==> config.mk <==
export PLATFORM = sky130hd
export DESIGN_NAME = odpr_regs
export DESIGN_NICKNAME = d
export VERILOG_FILES = /design/src/rtl/odpr_pkg.sv /design/src/rtl/odpr_timer_if.sv /design/src/rtl/odpr_regs.sv /design/src/rtl/odpr_timer.sv
export VERILOG_INCLUDE_DIRS = /design/src /design/src/rtl
export SDC_FILE = /design/constraint.sdc
export NUM_CORES = 1
export LEC_CHECK = 0
export BUFFER_PORTS_ARGS = -buffer_cell sky130_fd_sc_hd__clkbuf_2
export CAP_MARGIN = 20
export CORE_ASPECT_RATIO = 0.6
export CORE_MARGIN = 8
export CORE_UTILIZATION = 25
export DETAILED_ROUTE_END_ITERATION = 7
export GPL_TIMING_DRIVEN = 0
export PLACE_DENSITY_LB_ADDON = 0.15
export SYNTH_ARGS = -nofsm -noshare
export SYNTH_HDL_FRONTEND = slang
export SYNTH_SLANG_ARGS = --single-unit
==> constraint.sdc <==
create_clock -name sys_clk -period 2.8 [get_ports sys_clk]
set_clock_uncertainty 0.15 [all_clocks]
set_input_delay 0.14 -clock sys_clk [delete_from_list [all_inputs] [get_ports sys_clk]]
set_output_delay 0.14 -clock sys_clk [all_outputs]
set_load 0.005 [all_outputs]
==> src/rtl/odpr_defs.svh <==
// Offsets, field positions, reset values and timing constants of the output driver register group
`ifndef ODPR_DEFS_SVH
`define ODPR_DEFS_SVH
// ==========================================================================
// Register offsets on page 1
`define ODPR_PAGE_SEL_OFS 8'h00
`define ODPR_POP_OFS 8'h21
`define ODPR_WAIT_OFS 8'h22
`define ODPR_ROUTE_OFS 8'h23
`define ODPR_LVOL_OFS 8'h24
`define ODPR_PAGE_ONE 8'h01
// ==========================================================================
// Reset values
`define ODPR_POP_RST 8'h3e
`define ODPR_WAIT_RST 8'h00
`define ODPR_ROUTE_RST 8'h00
`define ODPR_LVOL_RST 8'h7f
// ==========================================================================
// Field positions
`define ODPR_POP_ORDER_BIT 7
`define ODPR_POP_ON_HI 6
`define ODPR_POP_ON_LO 3
`define ODPR_POP_STEP_HI 2
`define ODPR_POP_STEP_LO 1
`define ODPR_POP_CM_BIT 0
`define ODPR_WAIT_HI 6
`define ODPR_WAIT_LO 4
`define ODPR_RT_L_HI 7
`define ODPR_RT_L_LO 6
`define ODPR_RT_ANALOG_INPUT_ONE_L 5
`define ODPR_RT_ANALOG_INPUT_TWO_L 4
`define ODPR_RT_R_HI 3
`define ODPR_RT_R_LO 2
`define ODPR_RT_ANALOG_INPUT_TWO_R 1
`define ODPR_RT_DIFF 0
`define ODPR_LVOL_EN_BIT 7
// ==========================================================================
// Timing: oscillator rate in Hz, system clock in Hz
`define ODPR_OSC_HZ 8200000
`define ODPR_SYS_HZ 25000000
`endif

==> src/rtl/odpr_pkg.sv <==
// Types shared by the output driver register group
package odpr_pkg;
   // Sequencer states
   typedef enum logic [2:0] {
      ODPR_IDLE = 3'b000,
      ODPR_PWR_ON = 3'b001,
      ODPR_RAMP = 3'b010,
      ODPR_SPK_WAIT = 3'b011,
      ODPR_UP = 3'b100,
      ODPR_DOWN = 3'b101
   } odpr_state_t;
   // Converter destination
   typedef enum logic [1:0] {
      ODPR_RT_NONE = 2'b00,
      ODPR_RT_MIX = 2'b01,
      ODPR_RT_HP = 2'b10,
      ODPR_RT_RSVD = 2'b11
   } odpr_route_t;
endpackage

==> src/rtl/odpr_timer_if.sv <==
// Interface between the sequencer and its duration timer
`timescale 1ns/1ps
interface odpr_timer_if;
   logic start;
   logic [27:0] count;
   logic done;
   modport seq (output start, output count, input done);
   modport tmr (input start, input count, output done);
endinterface

==> src/rtl/odpr_regs.sv <==
// Output driver power-up timing and routing register group with its sequencer
`timescale 1ns/1ps
`include "odpr_defs.svh"
// Function
// Order bit 0: converter powers down together with amplifiers.
// Order bit 1: converter powers down after both amplifiers are fully down.
// Four-bit power-on time code selects driver power-on duration, reset 0111.
// Software never writes codes 1100 to 1111 to power-on time.
// Two-bit ramp step code: 0, 0.98, 1.95, 3.9 ms; reset 11.
// Durations come from the oscillator, nominal 8.2 MHz, scaling with it; here sys_clk cycles fixed by OSC_HZ, not scaling.
// Common-mode source bit 0 selects supply divider; software never sets 1.
// Three-bit speaker wait code selects 0 to 30.5 ms; reset 000.
// Software writes reset values into reserved ramp-down register bits.
// Left converter route: none, left mixer, left headphone driver; 11 reserved.
// Right converter route: none, right mixer, right headphone driver; 11 reserved.
// Bit connects analog input one to the left mixer.
// Bit connects analog input two to the left mixer, reset 0.
// Bit connects analog input two to the right mixer.
// Differential bit feeds left headphone output into right driver input.
// Bit routes left analog volume to left headphone driver, reset 0.
// Seven-bit left volume gain, 0 to -78 dB, reset all ones.
// Software selects page 1 before accessing these registers.
// Weak common-mode power-down requires common-mode source bit zero.
// Durations realized by counting cycles with precomputed terminal counts.
// Reserved route code 11 leaves that converter unrouted.
module odpr_regs
   import odpr_pkg::*;
#(
   parameter int OSC_HZ = `ODPR_OSC_HZ, // Oscillator rate the codes assume
   parameter int SYS_HZ = `ODPR_SYS_HZ, // Rate of sys_clk
   parameter int SCALE_DIV = 1 // Divides every count, for short simulations
)
(
   input wire logic sys_clk, // System clock, 25 MHz
   input wire logic reset, // Synchronous reset, active high
   input wire logic reg_wr, // Register write strobe
   input wire logic reg_rd, // Register read strobe
   input wire logic [7:0] reg_addr, // Register offset within the page
   input wire logic [7:0] reg_wdata, // Write data
   output logic [7:0] reg_rdata, // Read data, valid cycle after reg_rd
   input wire logic power_up_req, // Driver power-up request level
   input wire logic power_down_req, // Software power-down request pulse
   output logic headphone_amplifiers_en, // Headphone drivers powered
   output logic speaker_amplifier_en, // Speaker driver powered
   output logic converter_en, // Converter powered
   output logic ramp_step_tick, // Pulse per gain ramp step
   output logic weak_cm_divider_sel, // Common mode from supply divider
   output logic [1:0] left_conv_route, // Left converter destination
   output logic [1:0] right_conv_route, // Right converter destination
   output logic analog_input_one_to_left, // Input one to left mixer
   output logic analog_input_two_to_left, // Input two to left mixer
   output logic analog_input_two_to_right, // Input two to right mixer
   output logic left_to_right_headphone_driver, // Differential path
   output logic left_vol_to_left_headphone_driver, // Left volume routed
   output logic [6:0] left_vol_gain // Left volume gain code
);
   // ==========================================================================
   // Timing: a 64-bit product keeps the cycle conversion exact
   localparam longint unsigned NUM = longint'(SYS_HZ);
   localparam longint unsigned DEN = longint'(OSC_HZ) * longint'(SCALE_DIV);
   // Oscillator cycles per code at 8.2 MHz (times in ns scaled by 0.0082)
   // Counts are 28 bits: the 6.1 s code is about 152.5 million cycles at 25 MHz,
   // which would wrap in 27 bits and cut the longest power-on wait short
   function automatic logic [27:0] cyc(input longint unsigned osc);
      longint unsigned v;
      v = (osc * NUM) / DEN;
      cyc = v[27:0];
   endfunction
   // Power-on time codes; 0010 is shorter than 0001 and 1001 runs 4.22 s, both kept
   function automatic logic [27:0] on_cnt(input logic [3:0] c);
      case (c)
         4'h0: on_cnt = 28'h0;
         4'h1: on_cnt = cyc(64'd125); // 15.3 us
         4'h2: on_cnt = cyc(64'd13); // 1.53 us
         4'h3: on_cnt = cyc(64'd12546); // 1.53 ms
         4'h4: on_cnt = cyc(64'd125460); // 15.3 ms
         4'h5: on_cnt = cyc(64'd624840); // 76.2 ms
         4'h6: on_cnt = cyc(64'd1254600); // 153 ms
         4'h7: on_cnt = cyc(64'd2492800); // 304 ms
         4'h8: on_cnt = cyc(64'd5002000); // 610 ms
         4'h9: on_cnt = cyc(64'd34604000); // 4.22 s
         4'ha: on_cnt = cyc(64'd24928000); // 3.04 s
         4'hb: on_cnt = cyc(64'd50020000); // 6.1 s
         default: on_cnt = 28'h0; // Reserved codes: no wait
      endcase
   endfunction
   // Ramp step codes; code 00 steps with no wait at all
   function automatic logic [27:0] step_cnt(input logic [1:0] c);
      case (c)
         2'h1: step_cnt = cyc(64'd8036); // 0.98 ms
         2'h2: step_cnt = cyc(64'd15990); // 1.95 ms
         2'h3: step_cnt = cyc(64'd31980); // 3.9 ms
         default: step_cnt = 28'h0;
      endcase
   endfunction
   // Speaker power-up wait codes
   function automatic logic [27:0] wait_cnt(input logic [2:0] c);
      case (c)
         3'h1: wait_cnt = cyc(64'd24928); // 3.04 ms
         3'h2: wait_cnt = cyc(64'd62484); // 7.62 ms
         3'h3: wait_cnt = cyc(64'd100040); // 12.2 ms
         3'h4: wait_cnt = cyc(64'd125460); // 15.3 ms
         3'h5: wait_cnt = cyc(64'd162360); // 19.8 ms
         3'h6: wait_cnt = cyc(64'd200080); // 24.4 ms
         3'h7: wait_cnt = cyc(64'd250100); // 30.5 ms
         default: wait_cnt = 28'h0;
      endcase
   endfunction
   // Step count is fixed; the field sets only how long each step lasts
   localparam logic [3:0] RAMP_STEPS = 4'h8; // Gain steps per ramp
   // ==========================================================================
   // Registers
   logic [7:0] page_q;
   logic [7:0] pop_q;
   logic [7:0] wait_q;
   logic [7:0] route_q;
   logic [7:0] lvol_q;
   logic [7:0] rdata_q;
   // Page register answers on every page, the group only on page one
   wire on_page1 = (page_q == `ODPR_PAGE_ONE);
   wire wr_page = reg_wr && reg_addr == `ODPR_PAGE_SEL_OFS;
   wire wr_pop = reg_wr && on_page1 && reg_addr == `ODPR_POP_OFS;
   wire wr_wait = reg_wr && on_page1 && reg_addr == `ODPR_WAIT_OFS;
   wire wr_route = reg_wr && on_page1 && reg_addr == `ODPR_ROUTE_OFS;
   wire wr_lvol = reg_wr && on_page1 && reg_addr == `ODPR_LVOL_OFS;
   // Writes stored as given; reserved bits are software's to keep
   always_ff @(posedge sys_clk)
   begin
      if (reset)
      begin
         page_q <= 8'h00;
         pop_q <= `ODPR_POP_RST;
         wait_q <= `ODPR_WAIT_RST;
         route_q <= `ODPR_ROUTE_RST;
         lvol_q <= `ODPR_LVOL_RST;
      end
      else
      begin
         page_q <= wr_page ? reg_wdata : page_q;
         pop_q <= wr_pop ? reg_wdata : pop_q;
         wait_q <= wr_wait ? reg_wdata : wait_q;
         route_q <= wr_route ? reg_wdata : route_q;
         lvol_q <= wr_lvol ? reg_wdata : lvol_q;
      end
   end
   // Read mux; other offsets and other pages read zero
   logic [7:0] rd_mux;
   assign rd_mux = (reg_addr == `ODPR_PAGE_SEL_OFS) ? page_q :
      !on_page1 ? 8'h00 :
      (reg_addr == `ODPR_POP_OFS) ? pop_q :
      (reg_addr == `ODPR_WAIT_OFS) ? wait_q :
      (reg_addr == `ODPR_ROUTE_OFS) ? route_q :
      (reg_addr == `ODPR_LVOL_OFS) ? lvol_q : 8'h00;
   // Read data latched on the strobe and held until the next read
   always_ff @(posedge sys_clk)
   begin
      if (reset)
         rdata_q <= 8'h00;
      else if (reg_rd)
         rdata_q <= rd_mux;
   end
   assign reg_rdata = rdata_q;
   // ==========================================================================
   // Routing outputs, registered; reserved code 11 maps to unrouted
   wire [1:0] l_fld = route_q[`ODPR_RT_L_HI:`ODPR_RT_L_LO];
   wire [1:0] r_fld = route_q[`ODPR_RT_R_HI:`ODPR_RT_R_LO];
   wire [1:0] l_rt = (l_fld == ODPR_RT_RSVD) ? ODPR_RT_NONE : l_fld;
   wire [1:0] r_rt = (r_fld == ODPR_RT_RSVD) ? ODPR_RT_NONE : r_fld;
   // Routing flops; every output comes straight from one of them
   logic [1:0] l_rt_q;
   logic [1:0] r_rt_q;
   logic [4:0] sw_q;
   logic [6:0] gain_q;
   logic cm_q;
   always_ff @(posedge sys_clk)
   begin
      if (reset)
      begin
         l_rt_q <= ODPR_RT_NONE;
         r_rt_q <= ODPR_RT_NONE;
         sw_q <= 5'h00;
         gain_q <= 7'h7f;
         cm_q <= 1'b1;
      end
      else
      begin
         l_rt_q <= l_rt;
         r_rt_q <= r_rt;
         sw_q <= {route_q[`ODPR_RT_ANALOG_INPUT_ONE_L],
            route_q[`ODPR_RT_ANALOG_INPUT_TWO_L],
            route_q[`ODPR_RT_ANALOG_INPUT_TWO_R],
            route_q[`ODPR_RT_DIFF],
            lvol_q[`ODPR_LVOL_EN_BIT]};
         gain_q <= lvol_q[6:0];
         cm_q <= !pop_q[`ODPR_POP_CM_BIT];
      end
   end
   // Routing and volume outputs
   assign left_conv_route = l_rt_q;
   assign right_conv_route = r_rt_q;
   assign analog_input_one_to_left = sw_q[4];
   assign analog_input_two_to_left = sw_q[3];
   assign analog_input_two_to_right = sw_q[2];
   assign left_to_right_headphone_driver = sw_q[1];
   assign left_vol_to_left_headphone_driver = sw_q[0];
   assign left_vol_gain = gain_q;
   assign weak_cm_divider_sel = cm_q;
   // ==========================================================================
   // Power sequencer
   // A start pulse reloads the timer, so a stale count never leaks into a phase
   odpr_timer_if tif();
   odpr_timer u_timer (
      .sys_clk(sys_clk),
      .reset(reset),
      .tif(tif)
   );
   // Sequencer state, step count and registered enables
   odpr_state_t st_q;
   odpr_state_t st_d;
   logic [3:0] steps_q;
   logic hp_q;
   logic spk_q;
   logic conv_q;
   logic tick_q;
   logic start_d;
   logic [27:0] cnt_d;
   // Order bit read live, so it takes effect on the next power-down
   wire order_late = pop_q[`ODPR_POP_ORDER_BIT];
   // Next state and timer load; each phase waits its precomputed count
   always_comb
   begin
      st_d = st_q;
      start_d = 1'b0;
      cnt_d = 28'h0;
      case (st_q)
         ODPR_IDLE:
            if (power_up_req)
            begin
               st_d = ODPR_PWR_ON;
               start_d = 1'b1;
               cnt_d = on_cnt(pop_q[`ODPR_POP_ON_HI:`ODPR_POP_ON_LO]);
            end
         ODPR_PWR_ON, ODPR_RAMP:
            if (power_down_req)
               st_d = ODPR_DOWN;
            else if (tif.done && st_q == ODPR_RAMP && steps_q == RAMP_STEPS)
            begin
               st_d = ODPR_SPK_WAIT;
               start_d = 1'b1;
               cnt_d = wait_cnt(wait_q[`ODPR_WAIT_HI:`ODPR_WAIT_LO]);
            end
            else if (tif.done)
            begin
               st_d = ODPR_RAMP;
               start_d = 1'b1;
               cnt_d = step_cnt(pop_q[`ODPR_POP_STEP_HI:`ODPR_POP_STEP_LO]);
            end
         ODPR_SPK_WAIT:
            if (power_down_req)
               st_d = ODPR_DOWN;
            else if (tif.done)
               st_d = ODPR_UP;
         ODPR_UP:
            if (power_down_req)
               st_d = ODPR_DOWN;
         ODPR_DOWN:
            st_d = ODPR_IDLE;
         default:
            st_d = ODPR_IDLE;
      endcase
   end
   // State, amplifier and converter enables
   always_ff @(posedge sys_clk)
   begin
      if (reset)
      begin
         st_q <= ODPR_IDLE;
         steps_q <= 4'h0;
         hp_q <= 1'b0;
         spk_q <= 1'b0;
         conv_q <= 1'b0;
         tick_q <= 1'b0;
      end
      else
      begin
         st_q <= st_d;
         tick_q <= st_q == ODPR_RAMP && tif.done;
         steps_q <= (st_d == ODPR_RAMP && start_d) ? steps_q + 4'h1 :
            (st_d == ODPR_IDLE) ? 4'h0 : steps_q;
         hp_q <= st_d != ODPR_IDLE && st_d != ODPR_DOWN;
         spk_q <= st_d == ODPR_UP;
         // Amplifiers are off as DOWN is entered, so late order drops one cycle after
         conv_q <= (st_d == ODPR_IDLE && st_q == ODPR_DOWN) ? 1'b0 :
            (st_d == ODPR_DOWN) ? order_late :
            (st_d == ODPR_IDLE) ? 1'b0 : 1'b1;
      end
   end
   // Timer load and enable outputs
   assign tif.start = start_d;
   assign tif.count = cnt_d;
   assign headphone_amplifiers_en = hp_q;
   assign speaker_amplifier_en = spk_q;
   assign converter_en = conv_q;
   assign ramp_step_tick = tick_q;
endmodule // odpr_regs

==> src/rtl/odpr_timer.sv <==
// Duration timer counting sys_clk cycles
`timescale 1ns/1ps
module odpr_timer
   import odpr_pkg::*;
(
   input wire logic sys_clk, // System clock
   input wire logic reset, // Synchronous reset
   odpr_timer_if.tmr tif // Start, count and done
);
   logic [27:0] left_q;
   logic busy_q;
   logic done_q;
   // ==========================================================================
   // Countdown; a start while busy restarts the count
   always_ff @(posedge sys_clk)
   begin
      if (reset)
      begin
         left_q <= 28'h0;
         busy_q <= 1'b0;
         done_q <= 1'b0;
      end
      else if (tif.start)
      begin
         left_q <= tif.count;
         busy_q <= 1'b1;
         done_q <= 1'b0;
      end
      else if (busy_q && left_q == 28'h0)
      begin
         busy_q <= 1'b0;
         done_q <= 1'b1;
      end
      else
      begin
         left_q <= busy_q ? left_q - 28'h1 : left_q;
         done_q <= 1'b0;
      end
   end
   assign tif.done = done_q;
endmodule // odpr_timer

==> run metrics <==
Slew HR=26.8%; I/O Pins=51; clock sink count=133; RSZ-0062 raised after global routing=true; Fillers=2761; IO Port Bufs=47; DP Wirelength=20.1 mm; CTS tree=yes; tightest hold margin=0.0702 ns; synth warn=0; CTS max path bufs=2; fraction of the yosys area taken by sequential cells=39.3%; mapped cell area=0.00678 mm^2; area taken by multi-input logic gates=0.00407 mm^2; Clk Latency, worst-skew pair=0.44 ns; Vias/cell=5.43; crit start category=flip-flop; Reg clk slew, reported paths=0.06 ns; Worst-Margin Slew=1.09 ns; final estimated routing congestion in global placement=0.825; Die Area=0.0328 mm^2; initial antenna violation count=0; crit-path cells=inv_4 -> ha_4 -> or3b_4 -> or4_4 -> buf_6 -> o41a_1 -> buf_6 -> buf_12 -> o22ai_2 -> a21oi_1; power per standard cell area=679 mW/mm^2; highest net fanout along the worst path=10; CTS buffer count=17; die height=144 um; Final min period=2.91 ns; Area growth syn-to-layout=30.1%; H-tree levels=4; fmax=343 MHz; Synth Register Bits=133; Distinct cells, synth=78; Post-synth ARST share=0%; slowest CP cell=or4_4; final hold vios=0; period utilization=104%; maxcap violations=0; syn_nets=833; Hold WC Path Type=primary input to flip-flop; VDD IR max=0.000429 V; Util after Layout=33.2%; outcome=complete, but fails checks; first-pass GRT wire length=40.5 mm; routed len/inst=21.9 um; largest net degree at the start of global routing=17; crit end category=flip-flop; Yosys top cell by area=dfxtp_1; Setup violations, final=21; top cells by area, synth=dfxtp_1 39%, nand2_1 4.0%, a21oi_1 3.2%; Worst EP arrival=3.04 ns; failing checks=setup timing; core box area=0.0265 mm^2; die width=229 um; DR pass1 iterations=7; Yosys top cell area share=39.3%; Pwr Total=5.99 mW; GRT Total Usage=16.4%; Post-synth EDFFs=0; Rows=46; ANT cells=0; Synth Area per Inst=8.51 um^2; Max stage delay on crit path=0.59 ns; worst setup margin=-0.113 ns; final WL=27.8 mm; cell mode on critical path=buf_6; Max Slew Vio Count=0; fin nets=933; Primary FF master, synth=dfxtp_1; leakage power total=3.25 nW; FF+latch area=0.00267 mm^2; kind of critical path=flip-flop to flip-flop; gr ovfl total=0; vias in the first global route=6262; DR DRC count=0; share of cells above drive strength 1=22.1%; Initial Utilization=25.5%; root buf cell=clkbuf_16; ANT nets after route=0; Critical Path RT=2.93 ns; Initial DRC Count=743; Mapped Cells=796; total number of vias=6894; post-route setup TNS=-1.10 ns
## path summary, 6_finish.rpt
kind	start	end	slack, ns	cells after the start
setup / recovery	u_timer.left_q[0]$_SDFFE_PP0P_	u_timer.left_q[7]$_SDFFE_PP0P_	-0.11	10
hold / removal	reg_wdata[5]	page_q[5]$_SDFFE_PP0P_	0.07	3
setup reg to reg	u_timer.left_q[0]$_SDFFE_PP0P_	u_timer.left_q[7]$_SDFFE_PP0P_	-0.11	10
hold reg to reg	pop_q[0]$_SDFFE_PP0N_	weak_cm_divider_sel$_SDFF_PP1_	0.30	1
## cells by family after synthesis
logic type,count (synthesis),synth area share [%]
DFF,133,39.3
buffers and inverters,91,5.28
and+or+nand+nor,298,23.4
xor gates and xnor gates,6,0.776
AOI/OAI and AO/OA,223,23.9
muxes,29,4.43
adders and majority gates,16,2.92
## per-layer routing
layer	vias to the layer above	global-route usage (%)	wire, um
li1	3197	-	-
met1	3369	26.3	14500
met2	300	18.9	9780
met3	26	5.73	3110
met4	2	4.81	325
met5	-	0	85
## cells in the mapped netlist, types with 15 or more instances
master	count
inv_1	27
nand2_1	72
a211oi_1	16
ha_1	15
dfxtp_1	133
nor2_1	50
nor3_1	24
or2_2	17
o21ai_0	25
nand3_1	24
clkbuf_1	51
a21oi_1	44
nor4_1	20
mux2i_1	21
## through the flow
step           setup WS (ns)  std cells  cell area [um^2]
5_1_grt               -0.178       1269              8810
6_report              -0.113       1269              8810
3_3_place_gp           -1.09       1203              7500
2_1_floorplan        0.00623        796              6810
3_5_place_dp           -1.03       1204              7510
4_1_cts            -0.000397       1248              8470
## worst max-delay path: cells and delay by family (launching register included)
kind	cells	cell delay, ns
buffers and inverters	4	0.55
flip-flops	1	0.36
AND/OR/NAND/NOR	2	0.98
adder cells (fa/ha/maj)	1	0.13
AO/OA/AOI/OAI	3	0.57
## timing repair
action                                  CTS  global route
endpoints found under the setup margin   61            39
resized for setup                        37            43
pin swaps                                 6            16
hold endpoints to repair                 34             0
setup buffers                             9            22
hold buffers                              7             0
## cell type report
| class | count | area share, % |
|---|---|---|
| Multi-Input combinational cell | 572 | 46.2 |
| Tap cell | 360 | 5.11 |
| Sequential cell | 133 | 30.3 |
| Inverter | 28 | 1.22 |
| Timing Repair Buffer | 86 | 6.62 |
| Clock inverter | 12 | 2.57 |
| Buffer | 58 | 3.09 |
| Clock buffer | 20 | 4.95 |
## power breakdown
| part | internal (mW) | leakage (nW) | total [mW] | switching (mW) |
|---|---|---|---|---|
| Clock | 1.67 | 0.315 | 2.60 | 0.928 |
| Sequential | 1.96 | 1.08 | 2.05 | 0.0853 |
| Combinational | 0.530 | 1.85 | 1.33 | 0.804 |
| Total | 4.17 | 3.25 | 5.99 | 1.82 |
## cells in the final DEF, fill, tap and decap left out, types with 7 or more instances in the layout
master         count
clkbuf_16         17
clkbuf_2          55
nand3_1           24
a221oi_1           8
mux2_2             8
nand4_1            8
dfxtp_1          131
o31ai_1            8
or3_1             11
nand2_1           70
nand2b_1           8
nor2_1            50
clkbuf_1          40
a22o_1             7
or4_1              7
dlygate4sd3_1      7
a222oi_1           9
and3_1             7
a211oi_1          14
nor3_1            19
nor4_1            15
or2_2             17
o211ai_1          10
a2bb2oi_1         10
inv_1             24
nor2b_1            7
a31oi_1            8
nor3b_1            7
ha_1              13
a21oi_1           43
mux2i_1           21
and2_1             9
o21ai_0           25
buf_4             25
(Power assumes the default switching activity.)
